### src/design/mcl_pkg.sv
package mcl_pkg;
    // ==========================================
    // register offsets on the service register link
    localparam logic [7:0] MCL_OFS_ENV    = 8'h30;
    localparam logic [7:0] MCL_OFS_PFS_A  = 8'h80;
    localparam logic [7:0] MCL_OFS_PFS_B  = 8'h81;
    localparam logic [7:0] MCL_OFS_RETRY  = 8'h90;
    localparam logic [7:0] MCL_OFS_MAPLOG = 8'h93;
    localparam logic [7:0] MCL_OFS_BOUNDS = 8'hc0;
    localparam logic [7:0] MCL_OFS_PCNT   = 8'hc8;
    // ==========================================
    // link channel number, 17 octal
    localparam logic [4:0] MCL_CHAN_NUM   = 5'h0f;
    // peripheral processor opcode 27 octal
    localparam logic [5:0] MCL_OP_PCREAD  = 6'h17;
    // ==========================================
    // bit positions
    localparam int MCL_LOG_LO      = 32;
    localparam int MCL_BIT_DEC     = 53;
    localparam int MCL_BIT_IMM     = 54;
    localparam int MCL_BIT_OPBUS   = 55;
    localparam int MCL_BIT_MAP_PAR = 56;
    localparam int MCL_BIT_MULTI   = 60;
    localparam int MCL_BIT_UNUSED  = 61;
    localparam int MCL_BIT_ACCESS  = 62;
    localparam int MCL_BIT_CSTORE  = 63;
    localparam int MCL_MAPLOG_LO   = 56;
    localparam int MCL_MAPLOG_TOP  = 63;
    localparam int MCL_ENV_MAP_LO  = 27;
    localparam int MCL_BND_LOW_LO  = 0;
    localparam int MCL_BND_UP_LO   = 32;
    localparam int MCL_BND_PORT_LO = 56;
    // ==========================================
    // values after reset and masks
    localparam logic [63:0] MCL_RST_LOG    = 64'h0000_0000_0000_0000;
    localparam logic [63:0] MCL_RST_ENV    = 64'h0000_0000_7800_0000;
    localparam logic [63:0] MCL_RST_BOUNDS = 64'h0000_0000_0000_0000;
    localparam logic [63:0] MCL_PFS_MASK   = 64'hdfff_ffff_0000_0000;
    localparam logic [63:0] MCL_MAP_MASK   = 64'h7f00_0000_0000_0000;
    localparam logic [63:0] MCL_LEGACY_MSK = 64'h0fff_ffff_ffff_ffff;
endpackage

### src/design/mcl_top.sv
// Contract
// - fault status and retry log flag decimal unit errors in bit 53, immediate ROM in 54, operand bus upper bits in 55.
// - bits 56 to 59 flag translation buffer parity errors and bit 60 a multiple hit.
// - bit 61 stays zero, bit 62 flags a maintenance access control error, bit 63 any control store parity error.
// - the translation log holds file 0 in bit 56 and two bits each for files 1, 2 and 3 above it.
// - all maintenance registers answer only on link channel 17 octal.
// - the designated peripheral processor can read every register and write registers to set up conditions.
// - memory writes from selected ports outside the lower and upper bounds are rejected.
// - the bounds register is loaded only through the link.
// - memory words are 64 bits with only the low 60 carrying data in legacy mode.
// - the translation buffer has four units 0 to 3 that can each be enabled or disabled.
// - a translation held in the buffer completes without a table fetch from memory.
// - opcode 27 is a no-operation and the program counter is readable over the link.
// - fault status and retry logs hold central processor errors; fault status also takes the multiple hit and link access errors.
module mcl_top (
    input  wire logic        ref_clk,
    input  wire logic        sys_rst,
    input  wire logic        ce,
    input  wire logic [4:0]  mch_chan,
    input  wire logic        mch_rd,
    input  wire logic        mch_wr,
    input  wire logic [7:0]  mch_addr,
    input  wire logic [63:0] mch_wdata,
    output logic      [63:0] mch_rdata,
    output logic             mch_rvalid,
    input  wire logic [31:0] cp_fault_ev,
    input  wire logic [31:0] cp_retry_ev,
    input  wire logic [6:0]  cp_map_ev,
    input  wire logic        cm_wr_req,
    input  wire logic [2:0]  cm_wr_port,
    input  wire logic [23:0] cm_wr_addr,
    input  wire logic [63:0] cm_wr_wdata,
    input  wire logic        legacy_mode,
    output logic             cm_wr_go,
    output logic             cm_wr_reject,
    output logic      [63:0] cm_wr_data,
    input  wire logic        xl_req,
    input  wire logic [15:0] xl_page,
    input  wire logic        xl_fill,
    input  wire logic [15:0] xl_fill_frame,
    output logic             xl_hit,
    output logic             xl_fetch,
    output logic      [15:0] xl_frame,
    input  wire logic        pp_op_valid,
    input  wire logic [5:0]  pp_opcode,
    input  wire logic [11:0] pp_pc,
    output logic             pp_nop
);
    // ==========================================
    // state
    typedef struct packed {
        logic [63:0]       pfs_a;
        logic [63:0]       pfs_b;
        logic [63:0]       retry;
        logic [63:0]       maplog;
        logic [63:0]       env;
        logic [63:0]       bounds;
        logic [11:0]       pcnt;
        logic [3:0][15:0]  tag;
        logic [3:0][15:0]  frm;
        logic [3:0]        vld;
        logic [1:0]        fptr;
        logic [63:0]       rdata;
        logic              rvalid;
        logic              go;
        logic              rej;
        logic [63:0]       cmdata;
        logic              hit;
        logic              fetch;
        logic [15:0]       frame;
        logic              nop;
    } mcl_state_t;

    mcl_state_t s_q;
    mcl_state_t s_d;
    logic [3:0] hit_vec;
    logic [3:0] map_en;

    // ==========================================
    // per-unit lookup compare
    genvar gi;
    generate
        for (gi = 0; gi < 4; gi++) begin : g_unit
            assign map_en[gi]  = s_q.env[mcl_pkg::MCL_ENV_MAP_LO + gi];
            assign hit_vec[gi] = map_en[gi] && s_q.vld[gi]
                                 && (s_q.tag[gi] == xl_page);
        end
    endgenerate

    // ==========================================
    // next state
    always_comb begin
        logic        on_chan;
        logic        wr;
        logic        rd;
        logic        mapped;
        logic        multi;
        logic        sel;
        logic [23:0] lo;
        logic [23:0] up;
        logic [63:0] fev;
        logic [63:0] rev;
        logic [63:0] mev;
        on_chan = (mch_chan == mcl_pkg::MCL_CHAN_NUM);
        wr      = on_chan && mch_wr;
        rd      = on_chan && mch_rd;
        multi   = xl_req && ($countones(hit_vec) > 1);
        sel     = s_q.bounds[mcl_pkg::MCL_BND_PORT_LO + 32'(cm_wr_port)];
        lo      = s_q.bounds[mcl_pkg::MCL_BND_LOW_LO +: 24];
        up      = s_q.bounds[mcl_pkg::MCL_BND_UP_LO +: 24];
        mapped  = mch_addr inside {mcl_pkg::MCL_OFS_ENV, mcl_pkg::MCL_OFS_PFS_A,
                  mcl_pkg::MCL_OFS_PFS_B, mcl_pkg::MCL_OFS_RETRY,
                  mcl_pkg::MCL_OFS_MAPLOG, mcl_pkg::MCL_OFS_BOUNDS,
                  mcl_pkg::MCL_OFS_PCNT};
        s_d     = s_q;
        // cpu error sources feed these logs, plus multiple hit and link access errors into fault status
        fev     = {cp_fault_ev, 32'h0000_0000};
        rev     = {cp_retry_ev, 32'h0000_0000};
        fev[mcl_pkg::MCL_BIT_MULTI]  = fev[mcl_pkg::MCL_BIT_MULTI] | multi;
        fev[mcl_pkg::MCL_BIT_ACCESS] = fev[mcl_pkg::MCL_BIT_ACCESS]
                                       | (wr && !mapped);
        fev = fev & mcl_pkg::MCL_PFS_MASK;
        rev = rev & mcl_pkg::MCL_PFS_MASK;
        mev = {1'b0, cp_map_ev, 56'h00_0000_0000_0000};
        // sticky logs: write-one clears; in pfs_a, retry and maplog a new event wins over clear
        if (wr && mch_addr == mcl_pkg::MCL_OFS_PFS_A) begin
            s_d.pfs_a = s_q.pfs_a & ~mch_wdata;
        end
        if (wr && mch_addr == mcl_pkg::MCL_OFS_PFS_B) begin
            s_d.pfs_b = s_q.pfs_b & ~mch_wdata;
        end
        if (wr && mch_addr == mcl_pkg::MCL_OFS_RETRY) begin
            s_d.retry = s_q.retry & ~mch_wdata;
        end
        if (wr && mch_addr == mcl_pkg::MCL_OFS_MAPLOG) begin
            s_d.maplog = s_q.maplog & ~mch_wdata;
        end
        // second status copy captures the first fault seen while clear
        if (s_d.pfs_b == 64'h0000_0000_0000_0000) begin
            s_d.pfs_b = fev;
        end
        s_d.pfs_a  = s_d.pfs_a | fev;
        s_d.retry  = s_d.retry | rev;
        s_d.maplog = s_d.maplog | mev;
        // writable setup registers
        if (wr && mch_addr == mcl_pkg::MCL_OFS_ENV) begin
            s_d.env = mch_wdata;
        end
        if (wr && mch_addr == mcl_pkg::MCL_OFS_BOUNDS) begin
            s_d.bounds = mch_wdata;
        end
        // read port, unmapped reads give zero
        s_d.rvalid = rd;
        s_d.rdata  = 64'h0000_0000_0000_0000;
        if (rd) begin
            unique case (mch_addr)
                mcl_pkg::MCL_OFS_ENV:    s_d.rdata = s_q.env;
                mcl_pkg::MCL_OFS_PFS_A:  s_d.rdata = s_q.pfs_a;
                mcl_pkg::MCL_OFS_PFS_B:  s_d.rdata = s_q.pfs_b;
                mcl_pkg::MCL_OFS_RETRY:  s_d.rdata = s_q.retry;
                mcl_pkg::MCL_OFS_MAPLOG: s_d.rdata = s_q.maplog;
                mcl_pkg::MCL_OFS_BOUNDS: s_d.rdata = s_q.bounds;
                mcl_pkg::MCL_OFS_PCNT:   s_d.rdata = {52'h0_0000_0000_0000,
                                                      s_q.pcnt};
                default:                 s_d.rdata = 64'h0000_0000_0000_0000;
            endcase
        end
        // memory write bounds check
        s_d.go  = 1'b0;
        s_d.rej = 1'b0;
        if (cm_wr_req) begin
            if (sel && (cm_wr_addr < lo || cm_wr_addr > up)) begin
                s_d.rej = 1'b1;
            end else begin
                s_d.go     = 1'b1;
                s_d.cmdata = legacy_mode
                             ? (cm_wr_wdata & mcl_pkg::MCL_LEGACY_MSK)
                             : cm_wr_wdata;
            end
        end
        // translation lookup and fill
        s_d.hit   = 1'b0;
        s_d.fetch = 1'b0;
        if (xl_req) begin
            if (hit_vec != 4'h0 && !multi) begin
                s_d.hit = 1'b1;
                for (int i = 0; i < 4; i++) begin
                    if (hit_vec[i]) begin
                        s_d.frame = s_q.frm[i];
                    end
                end
            end else begin
                s_d.fetch = 1'b1;
            end
        end
        if (xl_fill) begin
            if (map_en[s_q.fptr]) begin
                s_d.tag[s_q.fptr] = xl_page;
                s_d.frm[s_q.fptr] = xl_fill_frame;
                s_d.vld[s_q.fptr] = 1'b1;
            end
            s_d.fptr = s_q.fptr + 2'd1;
        end
        // peripheral processor opcode 27 and program counter copy
        s_d.nop = pp_op_valid && (pp_opcode == mcl_pkg::MCL_OP_PCREAD);
        if (pp_op_valid) begin
            s_d.pcnt = pp_pc;
        end
    end

    // ==========================================
    // state register
    always_ff @(posedge ref_clk) begin
        if (sys_rst) begin
            s_q        <= '0;
            s_q.env    <= mcl_pkg::MCL_RST_ENV;
            s_q.bounds <= mcl_pkg::MCL_RST_BOUNDS;
            s_q.pfs_a  <= mcl_pkg::MCL_RST_LOG;
        end else if (ce) begin
            s_q <= s_d;
        end
    end

    // outputs straight from flops
    assign mch_rdata    = s_q.rdata;
    assign mch_rvalid   = s_q.rvalid;
    assign cm_wr_go     = s_q.go;
    assign cm_wr_reject = s_q.rej;
    assign cm_wr_data   = s_q.cmdata;
    assign xl_hit       = s_q.hit;
    assign xl_fetch     = s_q.fetch;
    assign xl_frame     = s_q.frame;
    assign pp_nop       = s_q.nop;

    // ==========================================
    // assertions
    property p_dec_bit;
        @(posedge ref_clk) disable iff (sys_rst)
        ce && cp_fault_ev[mcl_pkg::MCL_BIT_DEC - 32] |=> s_q.pfs_a[53];
    endproperty
    a_dec_bit: assert property (p_dec_bit)
        else $error("decimal unit error not logged");

    property p_multi;
        @(posedge ref_clk) disable iff (sys_rst)
        ce && xl_req && $countones(hit_vec) > 1
        |=> s_q.pfs_a[60] && !xl_hit && xl_fetch;
    endproperty
    a_multi: assert property (p_multi)
        else $error("multiple hit not flagged");

    property p_unused;
        @(posedge ref_clk) disable iff (sys_rst)
        !s_q.pfs_a[61] && !s_q.retry[61] && !s_q.maplog[63];
    endproperty
    a_unused: assert property (p_unused)
        else $error("unused bit set");

    property p_chan;
        @(posedge ref_clk) disable iff (sys_rst)
        ce && mch_rd && mch_chan != 5'h0f |=> !mch_rvalid;
    endproperty
    a_chan: assert property (p_chan)
        else $error("answer on wrong channel");

    property p_reject;
        @(posedge ref_clk) disable iff (sys_rst)
        ce && cm_wr_req && s_q.bounds[56 + cm_wr_port]
        && cm_wr_addr > s_q.bounds[55:32]
        |=> cm_wr_reject && !cm_wr_go;
    endproperty
    a_reject: assert property (p_reject)
        else $error("out of bounds write passed");

    property p_legacy;
        @(posedge ref_clk) disable iff (sys_rst)
        ce && cm_wr_req && legacy_mode |=> !cm_wr_go || cm_wr_data[63:60] == 4'h0;
    endproperty
    a_legacy: assert property (p_legacy)
        else $error("legacy word high bits set");

    property p_nop;
        @(posedge ref_clk) disable iff (sys_rst)
        ce && pp_op_valid && pp_opcode == 6'h17 |=> pp_nop;
    endproperty
    a_nop: assert property (p_nop)
        else $error("opcode 27 not a pass");

    property p_sticky;
        @(posedge ref_clk) disable iff (sys_rst)
        ce && s_q.retry[63] && !(mch_wr && mch_addr == 8'h90)
        |=> s_q.retry[63];
    endproperty
    a_sticky: assert property (p_sticky)
        else $error("log bit dropped without clear");

    property p_disabled;
        @(posedge ref_clk) disable iff (sys_rst)
        ce && xl_req && map_en == 4'h0 |=> xl_fetch && !xl_hit;
    endproperty
    a_disabled: assert property (p_disabled)
        else $error("disabled unit hit");

    c_hit: cover property (@(posedge ref_clk) disable iff (sys_rst) xl_hit);
    c_rej: cover property (@(posedge ref_clk) disable iff (sys_rst)
                           cm_wr_reject);
    c_rd: cover property (@(posedge ref_clk) disable iff (sys_rst)
                          mch_rvalid && mch_rdata != 64'h0);
endmodule

### config.mk
export PLATFORM = sky130hd
export DESIGN_NAME = mcl_top
export DESIGN_NICKNAME = d
export VERILOG_FILES = /design/src/design/mcl_pkg.sv /design/src/design/mcl_top.sv
export SDC_FILE = /design/constraint.sdc
export NUM_CORES = 2
export LEC_CHECK = 0
export CAP_MARGIN = 0
export CORE_MARGIN = 2
export CORE_UTILIZATION = 55
export DETAILED_ROUTE_END_ITERATION = 12
export DONT_BUFFER_PORTS = 1
export GPL_TIMING_DRIVEN = 0
export PLACE_DENSITY = 0.7
export SYNTH_ARGS = -nofsm -noshare
export SYNTH_HDL_FRONTEND = slang
export SYNTH_SLANG_ARGS = --single-unit
### constraint.sdc
create_clock -name ref_clk -period 9.1 [get_ports ref_clk]
set_input_delay 0.455 -clock ref_clk [delete_from_list [all_inputs] [get_ports ref_clk]]
set_output_delay 0.455 -clock ref_clk [all_outputs]
set_load 0.01 [all_outputs]
==> metrics.cfg <==
[outcome]
outcome = finished, violations left
violations = max-capacitance violations, max-slew violations

[floorplan]
dieArea_um2 = 55100
die_x_um = 235
io_pins = 449
core-area_um2 = 52700
dieHeight_um = 235
rows = 84
initial_utilization_pct = 55.6

[synth]
async_flop_share_pct = 0
syn_area_um2 = 29300
synth_seq_cells = 680
synth_edf_count = 0
seq_area_frac_synth_pct = 46.5
synth_fp_nets = 3927
synth_cells = 3575
postSynthAreaPerCell_um2 = 8.19
ys_warn_count = 0
synthFlopType = dfxtp_1
ys_types = 59

[drt]
drtIter0Drc = 4373
routedWlPerCell_um = 26.3
firstDrtPassIters = 13
via_per_inst = 6.34
wl_um = 120000
drc = 0
vias = 28900
antenna_left = 0

[timing]
clock_skew_ps = 26.5
fmax_mhz = 217
period_share_pct = 50.6
slew_headroom_pct = -5.36
post-route-min-period_ps = 4610
rsz0062_at_grt = no
tightest_slew_ps = 1580
final-hold-violation-count = 0
tns_ps = 0
setup_viol = 0
drv_slew = 22

[pwr]
ir_drop_v = 0.000168
power_frac_comb_pct = 9.1
switchingPower_w = 0.00168
p_leak_nw = 11.8
clkPwrFrac_pct = 44.5
p_int_w = 0.00502
seqPwrFrac_pct = 46.4
swShare_pct = 25.1
power_density_nw_per_um2 = 196
totalPowerFinal_w = 0.00670

[clocking]
cts-buffers-inserted = 71
cts.clk_slew.worst_paths_ps = 70
hold_buffers = 164
cts_tree = built
cts_setup_buffers = 0
cts-resized-gates = 0
clk-insertion-delay-late_ps = 620
htree_levels = 3
clockBufferDepth = 3
cts.sinks = 680
clk_root_buffer_cell = clkbuf_16

[worst_setup_path]
cp-start-kind = flop
critPathMaxStageDelay_ps = 900
required_ps = 9590
criticalPathCategory = reg -> reg
path_max_fanout = 10
endpoint_kind = flop
cp_data_arrival_time_ps = 5100
cp_cell_sequence = inv_1, ha_1, nand4_1, a21oi_1, a21oi_1, o31ai_1, a2111oi_0, a311oi_1, clkbuf_1, clkbuf_1, mux2i_1, nor2_1
slowest_stage = a311oi_1

[layout]
nNetsFinal = 4166
final_common_cell = nand2_1
finalInstanceArea_um2 = 34200
drive_gt1_share_pct = 7.25
nFillCells = 4544
synthToLayoutAreaGrowth_pct = 16.7
instances_no_fill = 4558
final_cell_mix = nand2_1 (954), dfxtp_1 (680), a21oi_1 (531)

[place]
numPlacedInstances = 4265
io_buffers = 0
place_hpwl_um = 84400
place_area_um2 = 30200
globalplace.congestion = 0.986

[min_path]
hp-class = in -> reg

[global_routing]
overflow = 0
grt_use_total_pct = 41.7
grt_pass1_vias = 27800
grt_pass1_wl_um = 175000
antenna_found_initial = 21
grt_max_degree = 15

[flow_run]
maxCapViolations = 2

worst max-delay path: cells and delay by family, from the launching register on:
family          cells  cell delay, ps
compound gates      5            1910
buf+inv             3            1320
flops               1             410
fa+ha+maj           1             330
mux                 1             330
simple gates        2             180
power by group through the flow:
stage	logic (W)	clock network (W)	registers [W]
2_1_floorplan	0.000342	0	0.00315
3_3_place_gp	0.000486	0	0.00316
3_5_place_dp	0.000500	0	0.00317
4_1_cts	0.000586	0.00297	0.00310
5_1_grt	0.000639	0.00310	0.00311
6_report	0.000610	0.00298	0.00311
cells by family after synthesis:
family	count (synthesis)	synth area share, %
compound gates	953	20.9
xor+xnor	65	1.94
fa+ha+maj	53	2.29
buf+inv	492	8.24
flops	680	46.5
mux	80	2.86
simple gates	1252	17.2
worst paths after layout:
| kind | startpoint | end | slack [ps] | cells past startpoint |
|---|---|---|---|---|
| worst min register to register | s_q[622]$_SDFFE_PP0P_ | s_q[622]$_SDFFE_PP0P_ | 430 | 2 |
| worst max-delay path | s_q[303]$_SDFFE_PP0P_ | cm_wr_data[37]$_SDFFE_PP0P_ | 4490 | 12 |
| worst max register to register | s_q[303]$_SDFFE_PP0P_ | cm_wr_data[37]$_SDFFE_PP0P_ | 4490 | 12 |
| worst min-delay path | cp_fault_ev[26] | s_q[674]$_SDFFE_PP0P_ | 10 | 2 |
cell type report:
| type | count | area (um^2) | share of cell area (%) |
|---|---|---|---|
| Sequential cell | 680 | 13600 | 39.8 |
| Multi-Input combinational cell | 2403 | 13300 | 38.8 |
| Buffer | 421 | 2150 | 6.29 |
| Clock buffer | 108 | 2120 | 6.21 |
| Timing Repair Buffer | 166 | 1660 | 4.87 |
| Tap cell | 688 | 861 | 2.52 |
| Inverter | 71 | 267 | 0.780 |
| Clock inverter | 13 | 208 | 0.608 |
| Antenna cell | 8 | 20.0 | 0.0586 |
sequential cells by signal, summed over array words and instances (netlist names), 4 cells and up:
register / flops
cm_wr_data: 64
map_en: 4
mch_rdata: 64
s_q: 526
xl_frame: 16
Yosys cell counts, types with 10 or more instances:
| cell type | n | area, um^2 |
|---|---|---|
| a211oi_1 | 27 | 203 |
| a21boi_0 | 12 | 90.1 |
| a21o_1 | 55 | 413 |
| a21oi_1 | 531 | 2660 |
| a222oi_1 | 128 | 1280 |
| a22oi_1 | 63 | 473 |
| a31o_2 | 13 | 114 |
| buf_1 | 31 | 116 |
| buf_4 | 145 | 1090 |
| clkbuf_1 | 236 | 886 |
| dfxtp_1 | 680 | 13600 |
| ha_1 | 52 | 651 |
| inv_1 | 71 | 267 |
| mux2i_1 | 77 | 771 |
| nand2_1 | 954 | 3580 |
| nand3_1 | 34 | 170 |
| nand4_1 | 23 | 144 |
| nor2_1 | 158 | 593 |
| nor2b_1 | 10 | 62.6 |
| nor3_1 | 12 | 60.1 |
| nor4_1 | 21 | 131 |
| o211ai_1 | 11 | 82.6 |
| o21ai_0 | 38 | 190 |
| o22ai_1 | 17 | 106 |
| o31ai_1 | 15 | 113 |
| xnor2_1 | 27 | 236 |
| xor2_1 | 38 | 333 |
metal layers:
metal	GRT usage, %	share of wire [%]	vias up
met5	0	0.11	-
li1	-	-	12700
met4	25.1	6.5	20
met2	65.5	45	1867
met3	13.9	12	477
met1	49.4	36	13800
stage by stage:
stage | setup slack, ps | hold slack, ps | utilization [%]
detailed placement | 4350 | 421 | 57.3
CTS | 4690 | 0.368 | 64.9
finish | 4490 | 10.0 | 64.9
global route | 4330 | 0.912 | 64.9
global placement | 3880 | 417 | 57.3
floorplan | 5790 | 411 | -
Note: power is estimated with default switching activity, not from simulation.
